<file path="src/rtl/sbf_pkg.sv">
// Shared constants and types for the shared byte buffer
package sbf_pkg;
	// ****************************************
	// Widths and sizes
	// ****************************************
	localparam int          ADDR_W      = 7;
	localparam int          BUF_DEPTH   = 512;
	localparam int          CNT_W       = 10;
	localparam logic [9:0]  CAP_FULL    = 10'h200;
	localparam logic [9:0]  CAP_LIMIT   = 10'h0ff;
	localparam logic [9:0]  READY_SLACK = 10'h001;
	// ****************************************
	// Register offsets
	// ****************************************
	localparam logic [6:0]  OFF_CTRL     = 7'h02;
	localparam logic [6:0]  OFF_THR_LO   = 7'h03;
	localparam logic [6:0]  OFF_FILL     = 7'h04;
	localparam logic [6:0]  OFF_DATA     = 7'h05;
	localparam logic [6:0]  OFF_IRQ_STAT = 7'h06;
	localparam logic [6:0]  OFF_IRQ_EN   = 7'h08;
	// ****************************************
	// Field positions
	// ****************************************
	localparam int CTRL_FILL_LO = 0;
	localparam int CTRL_FILL_HI = 1;
	localparam int CTRL_THR_MSB = 2;
	localparam int CTRL_SIZE    = 3;
	localparam int CTRL_FLUSH   = 4;
	localparam int CTRL_NE      = 6;
	localparam int CTRL_NF      = 7;
	localparam int IRQ_ERR      = 1;
	localparam int IRQ_NE       = 2;
	localparam int IRQ_NF       = 3;
	// ****************************************
	// Reset values
	// ****************************************
	localparam logic [8:0]  THR_RST     = 9'h008;
	localparam logic [3:0]  IRQ_EN_RST  = 4'h0;
	localparam logic        SIZE_RST    = 1'b0;
	// ****************************************
	// Register port request
	// ****************************************
	typedef struct packed {
		logic [ADDR_W-1:0] addr;
		logic [7:0]        wdata;
		logic              wr;
		logic              rd;
	} sbf_reg_req_t;
endpackage

</file>
<file path="src/rtl/sbf_buffer.sv">
// Shared byte buffer: storage FIFO and register front end
`timescale 1ns/100ps

// ****************************************
// Storage FIFO
// ****************************************
module sbf_fifo #(
	parameter int WIDTH = 8,
	parameter int DEPTH = 512,
	parameter int AW    = $clog2(DEPTH)
) (
	// Clock and reset
	input  wire logic             sys_clk,
	input  wire logic             reset,
	// Control
	input  wire logic             flush,
	input  wire logic [AW:0]      cap,
	// Fill side
	input  wire logic             in_valid,
	input  wire logic [WIDTH-1:0] in_data,
	output logic                  in_ready,
	// Drain side
	output logic                  out_valid,
	output logic [WIDTH-1:0]      out_data,
	input  wire logic             out_ready,
	// Status
	output logic [AW:0]           level
);
	logic [WIDTH-1:0] mem [DEPTH];
	logic [AW-1:0]    wr_ptr;
	logic [AW-1:0]    rd_ptr;
	logic             push;
	logic             pop;

	assign in_ready  = level < cap;
	assign out_valid = level != '0;
	assign out_data  = mem[rd_ptr];
	assign push      = in_valid & in_ready;
	assign pop       = out_ready & out_valid;

	always_ff @(posedge sys_clk) begin
		if (push) begin
			mem[wr_ptr] <= in_data;
		end
	end

	always_ff @(posedge sys_clk) begin
		if (reset || flush) begin
			wr_ptr <= '0;
			rd_ptr <= '0;
		end else begin
			if (push) begin
				wr_ptr <= wr_ptr + 1'b1;
			end
			if (pop) begin
				rd_ptr <= rd_ptr + 1'b1;
			end
		end
	end

	always_ff @(posedge sys_clk) begin
		if (reset || flush) begin
			level <= '0;
		end else begin
			case ({push, pop})
				2'b10: begin
					level <= level + 1'b1;
				end
				2'b01: begin
					level <= level - 1'b1;
				end
				default: begin
					level <= level;
				end
			endcase
		end
	end
endmodule

module sbf_buffer #(
	parameter int DEPTH = sbf_pkg::BUF_DEPTH
) (
	// Clock and reset
	input  wire logic                 sys_clk,
	input  wire logic                 reset,
	// Register port
	input  wire sbf_pkg::sbf_reg_req_t reg_req,
	output logic [7:0]                reg_rdata,
	// State machine fill side
	input  wire logic                 sm_wr_valid,
	input  wire logic [7:0]           sm_wr_data,
	output logic                      sm_wr_ready,
	// State machine drain side
	input  wire logic                 sm_rd_req,
	output logic [7:0]                sm_rd_data,
	output logic                      sm_rd_valid,
	// Interrupt
	output logic                      irq_out
);
	import sbf_pkg::*;

	logic [CNT_W-1:0] level;
	logic [CNT_W-1:0] cap;
	logic [CNT_W-1:0] thr_ext;
	logic [CNT_W-1:0] room;
	logic [8:0]       thr;
	logic             size_limit;
	logic [3:0]       irq_en;
	logic [3:0]       irq_stat;
	logic [3:0]       next_irq_stat;
	logic [3:0]       irq_set;
	logic             near_full_flag;
	logic             near_empty_flag;
	logic             nf_now;
	logic             ne_now;
	logic             in_ready;
	logic             out_valid;
	logic [7:0]       out_data;
	logic             sm_push;
	logic             host_push;
	logic             host_pop;
	logic             flush;
	logic             ovf_event;
	logic             fifo_in_valid;
	logic [7:0]       fifo_in_data;
	logic [7:0]       next_rdata;

	// ****************************************
	// Decode and data path
	// ****************************************
	assign host_push = reg_req.wr && reg_req.addr == OFF_DATA;
	assign host_pop  = reg_req.rd && reg_req.addr == OFF_DATA;
	assign flush     = reg_req.wr && reg_req.addr == OFF_CTRL && reg_req.wdata[CTRL_FLUSH];
	assign sm_push       = sm_wr_valid & sm_wr_ready;
	assign fifo_in_valid = sm_push | host_push;
	assign fifo_in_data  = sm_push ? sm_wr_data : reg_req.wdata;
	assign ovf_event     = host_push & (sm_push | ~in_ready);
	assign cap       = size_limit ? CAP_LIMIT : CAP_FULL;
	assign thr_ext   = {1'b0, thr};
	assign room      = cap - level;
	assign nf_now    = (level >= cap) || (room <= thr_ext);
	assign ne_now    = level <= thr_ext;

	sbf_fifo #(
		.WIDTH (8),
		.DEPTH (DEPTH)
	) u_fifo (
		.sys_clk   (sys_clk),
		.reset     (reset),
		.flush     (flush),
		.cap       (cap),
		.in_valid  (fifo_in_valid),
		.in_data   (fifo_in_data),
		.in_ready  (in_ready),
		.out_valid (out_valid),
		.out_data  (out_data),
		.out_ready (sm_rd_req | host_pop),
		.level     (level)
	);

	// ****************************************
	// Control registers
	// ****************************************
	always_ff @(posedge sys_clk) begin
		if (reset) begin
			size_limit <= SIZE_RST;
			thr        <= THR_RST;
			irq_en     <= IRQ_EN_RST;
		end else if (reg_req.wr) begin
			if (reg_req.addr == OFF_CTRL) begin
				size_limit <= reg_req.wdata[CTRL_SIZE];
				thr[8]     <= reg_req.wdata[CTRL_THR_MSB];
			end
			if (reg_req.addr == OFF_THR_LO) begin
				thr[7:0] <= reg_req.wdata;
			end
			if (reg_req.addr == OFF_IRQ_EN) begin
				irq_en <= reg_req.wdata[3:0];
			end
		end
	end

	// ****************************************
	// State machine ports
	// ****************************************
	always_ff @(posedge sys_clk) begin
		if (reset) begin
			sm_wr_ready <= 1'b0;
			sm_rd_valid <= 1'b0;
			sm_rd_data  <= 8'h00;
		end else begin
			// Keep one slot of slack for a write that lands in the same cycle
			sm_wr_ready <= (level < cap) && (room > READY_SLACK);
			sm_rd_valid <= sm_rd_req & out_valid;
			if (sm_rd_req && out_valid) begin
				sm_rd_data <= out_data;
			end
		end
	end

	// ****************************************
	// Alerts and interrupt
	// ****************************************
	// one threshold, two alerts
	always_ff @(posedge sys_clk) begin
		if (reset) begin
			// Empty buffer sits under the reset threshold, so no false rise
			near_full_flag  <= 1'b0;
			near_empty_flag <= 1'b1;
		end else begin
			near_full_flag  <= nf_now;
			near_empty_flag <= ne_now;
		end
	end

	always_comb begin
		irq_set          = 4'h0;
		irq_set[IRQ_ERR] = ovf_event;
		irq_set[IRQ_NE]  = ne_now & ~near_empty_flag;
		irq_set[IRQ_NF]  = nf_now & ~near_full_flag;
		next_irq_stat    = irq_stat;
		if (reg_req.wr && reg_req.addr == OFF_IRQ_STAT) begin
			next_irq_stat = irq_stat & ~reg_req.wdata[3:0];
		end
		next_irq_stat = next_irq_stat | irq_set;
	end

	always_ff @(posedge sys_clk) begin
		if (reset) begin
			irq_stat <= 4'h0;
			irq_out  <= 1'b0;
		end else begin
			irq_stat <= next_irq_stat;
			irq_out  <= |(irq_stat & irq_en);
		end
	end

	// ****************************************
	// Read back
	// ****************************************
	always_comb begin
		next_rdata = 8'h00;
		case (reg_req.addr)
			OFF_CTRL: begin
				next_rdata[CTRL_NF]       = near_full_flag;
				next_rdata[CTRL_NE]       = near_empty_flag;
				next_rdata[CTRL_SIZE]     = size_limit;
				next_rdata[CTRL_THR_MSB]  = thr[8];
				next_rdata[CTRL_FILL_HI]  = level[9];
				next_rdata[CTRL_FILL_LO]  = level[8];
			end
			OFF_THR_LO: begin
				next_rdata = thr[7:0];
			end
			OFF_FILL: begin
				next_rdata = level[7:0];
			end
			OFF_DATA: begin
				next_rdata = out_valid ? out_data : 8'h00;
			end
			OFF_IRQ_STAT: begin
				next_rdata[3:0] = irq_stat;
			end
			OFF_IRQ_EN: begin
				next_rdata[3:0] = irq_en;
			end
			default: begin
				next_rdata = 8'h00;
			end
		endcase
	end

	always_ff @(posedge sys_clk) begin
		if (reset) begin
			reg_rdata <= 8'h00;
		end else if (reg_req.rd) begin
			reg_rdata <= next_rdata;
		end else begin
			reg_rdata <= 8'h00;
		end
	end

	// ****************************************
	// Checks
	// ****************************************
	AST_FLUSH_EMPTIES: assert property (
		@(posedge sys_clk) disable iff (reset) flush |=> level == '0)
		else $error("flush did not empty buffer");
	AST_LIMIT_CAP: assert property (
		@(posedge sys_clk) disable iff (reset)
		size_limit && $stable(size_limit) && $past(level) <= CAP_LIMIT |-> level <= CAP_LIMIT)
		else $error("fill count beyond limited capacity");
	AST_COUNT_UP: assert property (
		@(posedge sys_clk) disable iff (reset)
		fifo_in_valid && in_ready && !(sm_rd_req || host_pop) && !flush
		|=> level == $past(level) + 1'b1)
		else $error("fill count did not rise");
	AST_COUNT_DOWN: assert property (
		@(posedge sys_clk) disable iff (reset)
		(sm_rd_req || host_pop) && out_valid && !fifo_in_valid && !flush
		|=> level == $past(level) - 1'b1)
		else $error("fill count did not fall");
	AST_OVF_FLAG: assert property (
		@(posedge sys_clk) disable iff (reset)
		host_push && !in_ready |=> irq_stat[IRQ_ERR])
		else $error("overflow flag not set");
	AST_DISCARD: assert property (
		@(posedge sys_clk) disable iff (reset)
		host_push && !in_ready && !sm_rd_req && !host_pop && !flush
		|=> $stable(level))
		else $error("write into full buffer changed count");
	AST_NEAR_EMPTY: assert property (
		@(posedge sys_clk) disable iff (reset)
		$past(level) <= {1'b0, $past(thr)} |-> near_empty_flag)
		else $error("near empty flag missing");
	AST_NEAR_FULL: assert property (
		@(posedge sys_clk) disable iff (reset)
		level == cap |=> near_full_flag)
		else $error("near full flag missing at full");
	AST_IRQ_NE: assert property (
		@(posedge sys_clk) disable iff (reset)
		$rose(near_empty_flag) && irq_en[IRQ_NE] && $stable(irq_en)
		&& !(reg_req.wr && reg_req.addr == OFF_IRQ_STAT) |=> irq_out)
		else $error("near empty interrupt missing");
	AST_IRQ_NF: assert property (
		@(posedge sys_clk) disable iff (reset)
		$rose(near_full_flag) && irq_en[IRQ_NF] && $stable(irq_en)
		&& !(reg_req.wr && reg_req.addr == OFF_IRQ_STAT) |=> irq_out)
		else $error("near full interrupt missing");
	AST_FLAG_READ: assert property (
		@(posedge sys_clk) disable iff (reset)
		reg_req.rd && reg_req.addr == OFF_CTRL
		|=> reg_rdata[CTRL_NF] == $past(near_full_flag) && !reg_rdata[CTRL_FLUSH])
		else $error("control read back wrong");
endmodule

</file>
<file path="config.mk">
export PLATFORM = sky130hd
export DESIGN_NAME = sbf_buffer
export DESIGN_NICKNAME = d
export VERILOG_FILES = /design/src/rtl/sbf_pkg.sv /design/src/rtl/sbf_buffer.sv
export SDC_FILE = /design/constraint.sdc
export NUM_CORES = 2
export LEC_CHECK = 0
export BUFFER_PORTS_ARGS = -buffer_cell sky130_fd_sc_hd__buf_2
export CAP_MARGIN = 25
export CORE_MARGIN = 4
export CORE_UTILIZATION = 50
export DETAILED_ROUTE_END_ITERATION = 10
export PLACE_DENSITY = 0.68
export SLEW_MARGIN = 20
export SYNTH_ARGS = -nofsm -noshare
export SYNTH_HDL_FRONTEND = slang
export SYNTH_HIERARCHICAL = 1
export SYNTH_SLANG_ARGS = --single-unit
export TNS_END_PERCENT = 50
</file>
<file path="constraint.sdc">
create_clock -name sys_clk -period 6.7 [get_ports sys_clk]
set_clock_uncertainty 0.1 [all_clocks]
set_input_delay 1.675 -clock sys_clk [delete_from_list [all_inputs] [get_ports sys_clk]]
set_output_delay 1.675 -clock sys_clk [all_outputs]
set_load 0.03 [all_outputs]
</file>
==> results by group, run 1 <==
Clock tree
  – Clock Tree Buf Depth: 4
  – Setup bufs post-CTS: 0
  – Total CTS buffers: 403
  – CTS Hold Buffers Added: 0
  – H-tree depth: 5
  – Post-CTS Resized: 0
  – CTS Root Cell: clkbuf_16
  – Clock Sinks: 4,172

Floorplanning
  – Die extent in y: 578.7 µm
  – Row cnt: 209
  – IO Pins: 48
  – Starting density of the core: 50.23%
  – Die Wd: 578.7 µm

Yosys
  – Cells after Synth: 7,711
  – Number of enable flip-flop cells after synthesis: 4,096
  – Synthesized area: 162,900 µm²
  – Synth async-reset ratio: 0%
  – Syn avg cell area: 21.12 µm²
  – Main synth FF type: edfxtp_1
  – Yosys reg bits: 4,172
  – Synth cell types: 78
  – Syn nets: 7,787
  – Synth warn: 6
  – Seq/Total Area, Yosys: 76.45%

Outcome
  – Error: [ERROR GRT-0228] Horizontal edge usage exceeds the maximum allowed. (9, 24) usage=65535 limit=3200
  – Status: stopped before the end
  – Failed at: global routing

Place
  – GPL Wtd Cong: 0.8646
  – Number of port buffers: 47
  – Final HPWL DP: 236,000 µm
  – Inst Count DP: 11,800

Global routing
  – Pin count of the biggest net entering global routing: 191
[per-stage QoR]
step / hold slack (ns) / setup slack, ns / utilization [%] / area (µm²)
4_1_cts: 0.3678 / 1.538 / 56.16 / 182100
3_5_place_dp: 0.3574 / 0.6601 / 52.06 / 168800
3_3_place_gp: 0.3418 / 0.6688 / 52.06 / 168800
2_1_floorplan: 0.3175 / 0.1948 / - / 162900
[logic make-up after synthesis]
| logic type | synth area share [%] |
|---|---|
| AO/OA/AOI/OAI | 2.995 |
| XOR/XNOR | 0.1344 |
| adder cells (fa/ha/maj) | 0.3657 |
| buffers and inverters | 1.646 |
| flip-flops | 76.45 |
| multiplexers | 15.86 |
| other | 0.002302 |
| AND/OR/NAND/NOR | 2.544 |
[Yosys cell counts, types with 46 or more instances]
library cell,instances,area [µm²]
a221oi_1,82,718.2
o22a_1,88,770.7
clkbuf_1,260,975.9
mux2i_1,146,1461
mux2_2,116,1306
edfxtp_1,4096,123000
mux4_2,1024,23060
ha_1,46,575.6
nand3_1,79,395.4
buf_4,87,653.1
o221ai_1,109,954.7
a21oi_1,102,510.5
o21ai_0,152,760.7
buf_2,84,420.4
nand2_1,164,615.6
nor2_1,584,2192
dfxtp_1,76,1521
a211oi_1,49,367.9
==> run 2: changes to the inputs <==
Settings changed: CORE_UTILIZATION 50 to 35, PLACE_DENSITY 0.68 to default, PLACE_DENSITY_LB_ADDON from default to 0.15.
Clock period 6.7 ns to 8.7 ns, I/O delays scaled along.
==> run 2 against run 1 <==
  * The flow now finishes without violations
  * Synthesized cell count unchanged
  * Synthesized area did not move
==> results by group, run 2 <==
Layout
  – Storage cell area: 124,500 µm²
  – Biggest regs: u_fifo/mem (4096), u_fifo/level (10)
  – Area growth, synth to finish: 13.69%
  – Commonest non-fill, non-tap cell in the layout: edfxtp_1
  – Largest register FFs: 4,096
  – Layout cell share with drive strength beyond 1: 25.05%
  – # fillers: 40,710
  – Multi-input gate area: 36,130 µm²
  – Commonest non-fill, non-tap cells in the layout: edfxtp_1, mux4_2, nor2_1
  – Largest register by flop count: u_fifo/mem
  – Non-filler cells, final: 14,440
  – Nets: 7,963

STA
  – Final WS setup: 2.363 ns
  – Fin. Hold Viols: 0
  – Hold_ws: 0.3550 ns
  – Setup violations, final: 0
  – Slew Viols, Final: 0
  – Setup TNS: 0 ns
  – Fmax: 157.8 MHz
  – Slew headroom: 18.56%
  – Worst-Margin Slew: 1.222 ns
  – RSZ-0062 raised after global routing: false
  – Crit path time final: 6.337 ns
  – Final worst-path cycle share: 72.83%

Flow run
  – Max-Cap Viols: 0

Critical path
  – Crit path cell chain: buf_2 -> or4_4 -> nor3b_2 -> buf_4 -> nand3_1 -> nand2_1 -> o211a_2 -> buf_4 -> inv_1 -> ha_1 -> xor2_1 -> ha_1 -> a21o_1 -> a21oi_1 -> o31ai_1 -> a32oi_1 -> nand2_1 -> xnor2_1 -> or3_1 -> a21oi_1
  – CP arrival: 7.14 ns
  – WP data required: 9.51 ns
  – Worst-path maximum fanout: 23
  – Levels on crit path: 20
  – Reg2Reg Depth: 18
  – Worst path bufs/invs: 4
  – Max incr delay on CP: 0.56 ns
  – Crit path launch type: input port
  – CP delay by family, top: simple AND/OR/NAND/NOR gates
  – Setup Crit Path Kind: input port to register
  – Worst Setup End Kind: register
  – CP max stage cell: ha_1

Floorplanning
  – Die extent in y: 690.2 µm (+19%)
  – Core area: 463,600 µm²
  – Full die area: 476,300 µm²
  – Die Wd: 690.2 µm (+19%)
  – IO Pins: 48 (unchanged)
  – Row cnt: 250 (+20%)
  – Starting density of the core: 35.13% (-15 points)

Detailed routing
  – Antenna-violating nets left: 0
  – Drt wl/cell: 31.11 µm
  – Residual DRC: 0
  – Via-per-instance ratio: 5.479
  – Detailed Route Iter0 Violations: 8,850
  – Via Count: 79,100
  – Post-Route WL: 449,100 µm
  – DRT Pass-1 Iters: 7

Clock tree
  – CTS tree: yes
  – Clock transition at the registers of the reported paths: 0.06 ns
  – Worst-skew pair later-pin latency: 1.00 ns
  – Setup bufs post-CTS: 0 (unchanged)
  – Clock Tree Buf Depth: 4 (unchanged)
  – CTS Root Cell: clkbuf_16
  – Total CTS buffers: 429 (+6.5%)
  – Post-CTS Resized: 0 (unchanged)
  – CTS Hold Buffers Added: 0 (unchanged)
  – H-tree depth: 5 (unchanged)
  – Clock Sinks: 4,172 (unchanged)

Global routing
  – Antenna violations before repair: 17
  – Vias in the first global route: 80,580
  – GR Util All Layers: 18.41%
  – Pin count of the biggest net entering global routing: 161
  – First-pass GRT wire length: 635,800 µm
  – Overflow left after global routing: 0

Yosys
  – Post-Synth Simple-Gate Area: 2.544% (unchanged)
  – Main synth FF type: edfxtp_1
  – Most frequent cell after synthesis: edfxtp_1
  – Syn avg cell area: 21.12 µm² (unchanged)
  – Synth area leader: edfxtp_1
  – Xor and xnor fraction of the mapped netlist area: 0.1344% (unchanged)
  – Mux share of post-synthesis cell area: 15.86% (unchanged)
  – Seq/Total Area, Yosys: 76.45% (unchanged)
  – Top cells by count, synth: edfxtp_1, mux4_2, nor2_1
  – Syn nets: 7,787 (unchanged)
  – Synth Area in Compound Gates: 2.995% (unchanged)
  – Yosys reg bits: 4,172 (unchanged)
  – Ranking of synthesized cells by area: edfxtp_1, mux4_2, nor2_1
  – Area share of fa/ha/maj cells after synthesis: 0.3657% (unchanged)
  – Synth top area share: 75.52% (unchanged)
  – Synthesized area: 162,900 µm² (unchanged)
  – Main combinational cell family by area after synthesis: multiplexers
  – Number of enable flip-flop cells after synthesis: 4,096 (unchanged)
  – Synth cell types: 78 (unchanged)
  – Synth async-reset ratio: 0% (unchanged)
  – Cells after Synth: 7,711 (unchanged)
  – Synth warn: 6 (unchanged)

Place
  – Inst Count DP: 13,630 (+15%)
  – GPL Wtd Cong: 0.8208 (-5.1%)
  – Final HPWL DP: 266,400 µm (+13%)
  – Number of port buffers: 47 (unchanged)
  – Pre-CTS setup slack: 1.474 ns (+0.8141 ns)

Pwr
  – Pwr dens: 280.7 nW/µm²
  – Peak VDD IR: 221.8 µV
  – Static Leak: 0.05561 µW

Min path
  – Hold depth: 2
  – HP Class: register to register

Outcome
  – Status: finished clean
## run 2: cell counts after synthesis
No cell type changed its count.
## run 2: metal layers
layer	up-vias	wire length [µm]	GRT usage, %
met5	-	0	0
met2	2995	212800	29.34
li1	32640	-	-
met3	586	28460	2.956
met1	42880	196500	26.42
met4	0	11350	4.752
## run 2: stage by stage
step	utilization, %	cell area [µm²]	power (µW)
finish	39.94	185200	51970
CTS	39.93	185100	52660
global route	39.94	185200	54050
global placement	36.81	170700	33910
detailed placement	36.85	170800	33970
floorplan	-	162900	30940
## run 2: cells by family (layout without fill, tap and decap cells)
kind of cell	after synthesis	after routing
compound gates	681	681
flops	4172	4172
mux	1286	1286
xor+xnor	25	25
buf+inv	531	1076
fa+ha+maj	47	47
simple gates	968	968
other cells	1	8
## run 2: cell type report
type | count | area share (%)
Timing Repair Buffer | 233 | 1.237
Inverter | 43 | 0.09122
Clock buffer | 512 | 5.977
Tap cell | 6174 | 4.172
Multi-Input combinational cell | 3008 | 19.51
Antenna cell | 7 | 0.009460
Sequential cell | 4172 | 67.26
Clock inverter | 288 | 1.741
## run 2: final timing paths
| check | from | end | slack [ns] |
|---|---|---|---|
| worst min-delay path | irq_stat[0]$_SDFFE_PP0P_ | irq_stat[0]$_SDFFE_PP0P_ | 0.35 |
| worst max register to register | size_limit$_SDFFE_PP0P_ | u_fifo/level[6]$_SDFFE_PP0P_ | 2.71 |
| worst max-delay path | reg_req[15] | u_fifo/level[6]$_SDFFE_PP0P_ | 2.36 |
| worst min register to register | irq_stat[0]$_SDFFE_PP0P_ | irq_stat[0]$_SDFFE_PP0P_ | 0.35 |
## run 2: report_power, final
group | switching, µW | internal (µW)
sequential | 159 | 23000
clock | 7880 | 10800
combinational | 5810 | 4310
total | 13900 | 38100
## run 2: worst register-to-register path, cell delays in order (launching register included)
cell     delay, ns
dfxtp_1       0.85
inv_1         0.11
ha_1          0.31
and2_1        0.15
o41ai_1       0.59
o211a_2       0.31
buf_4         0.44
inv_1         0.32
ha_1          0.56
xor2_1        0.28
ha_1          0.25
a21o_1        0.19
a21oi_1       0.24
o31ai_1       0.10
a32oi_1       0.33
nand2_1       0.14
xnor2_1       0.15
or3_1         0.34
a21oi_1       0.15
No activity file was read; power rests on OpenSTA's default activity.
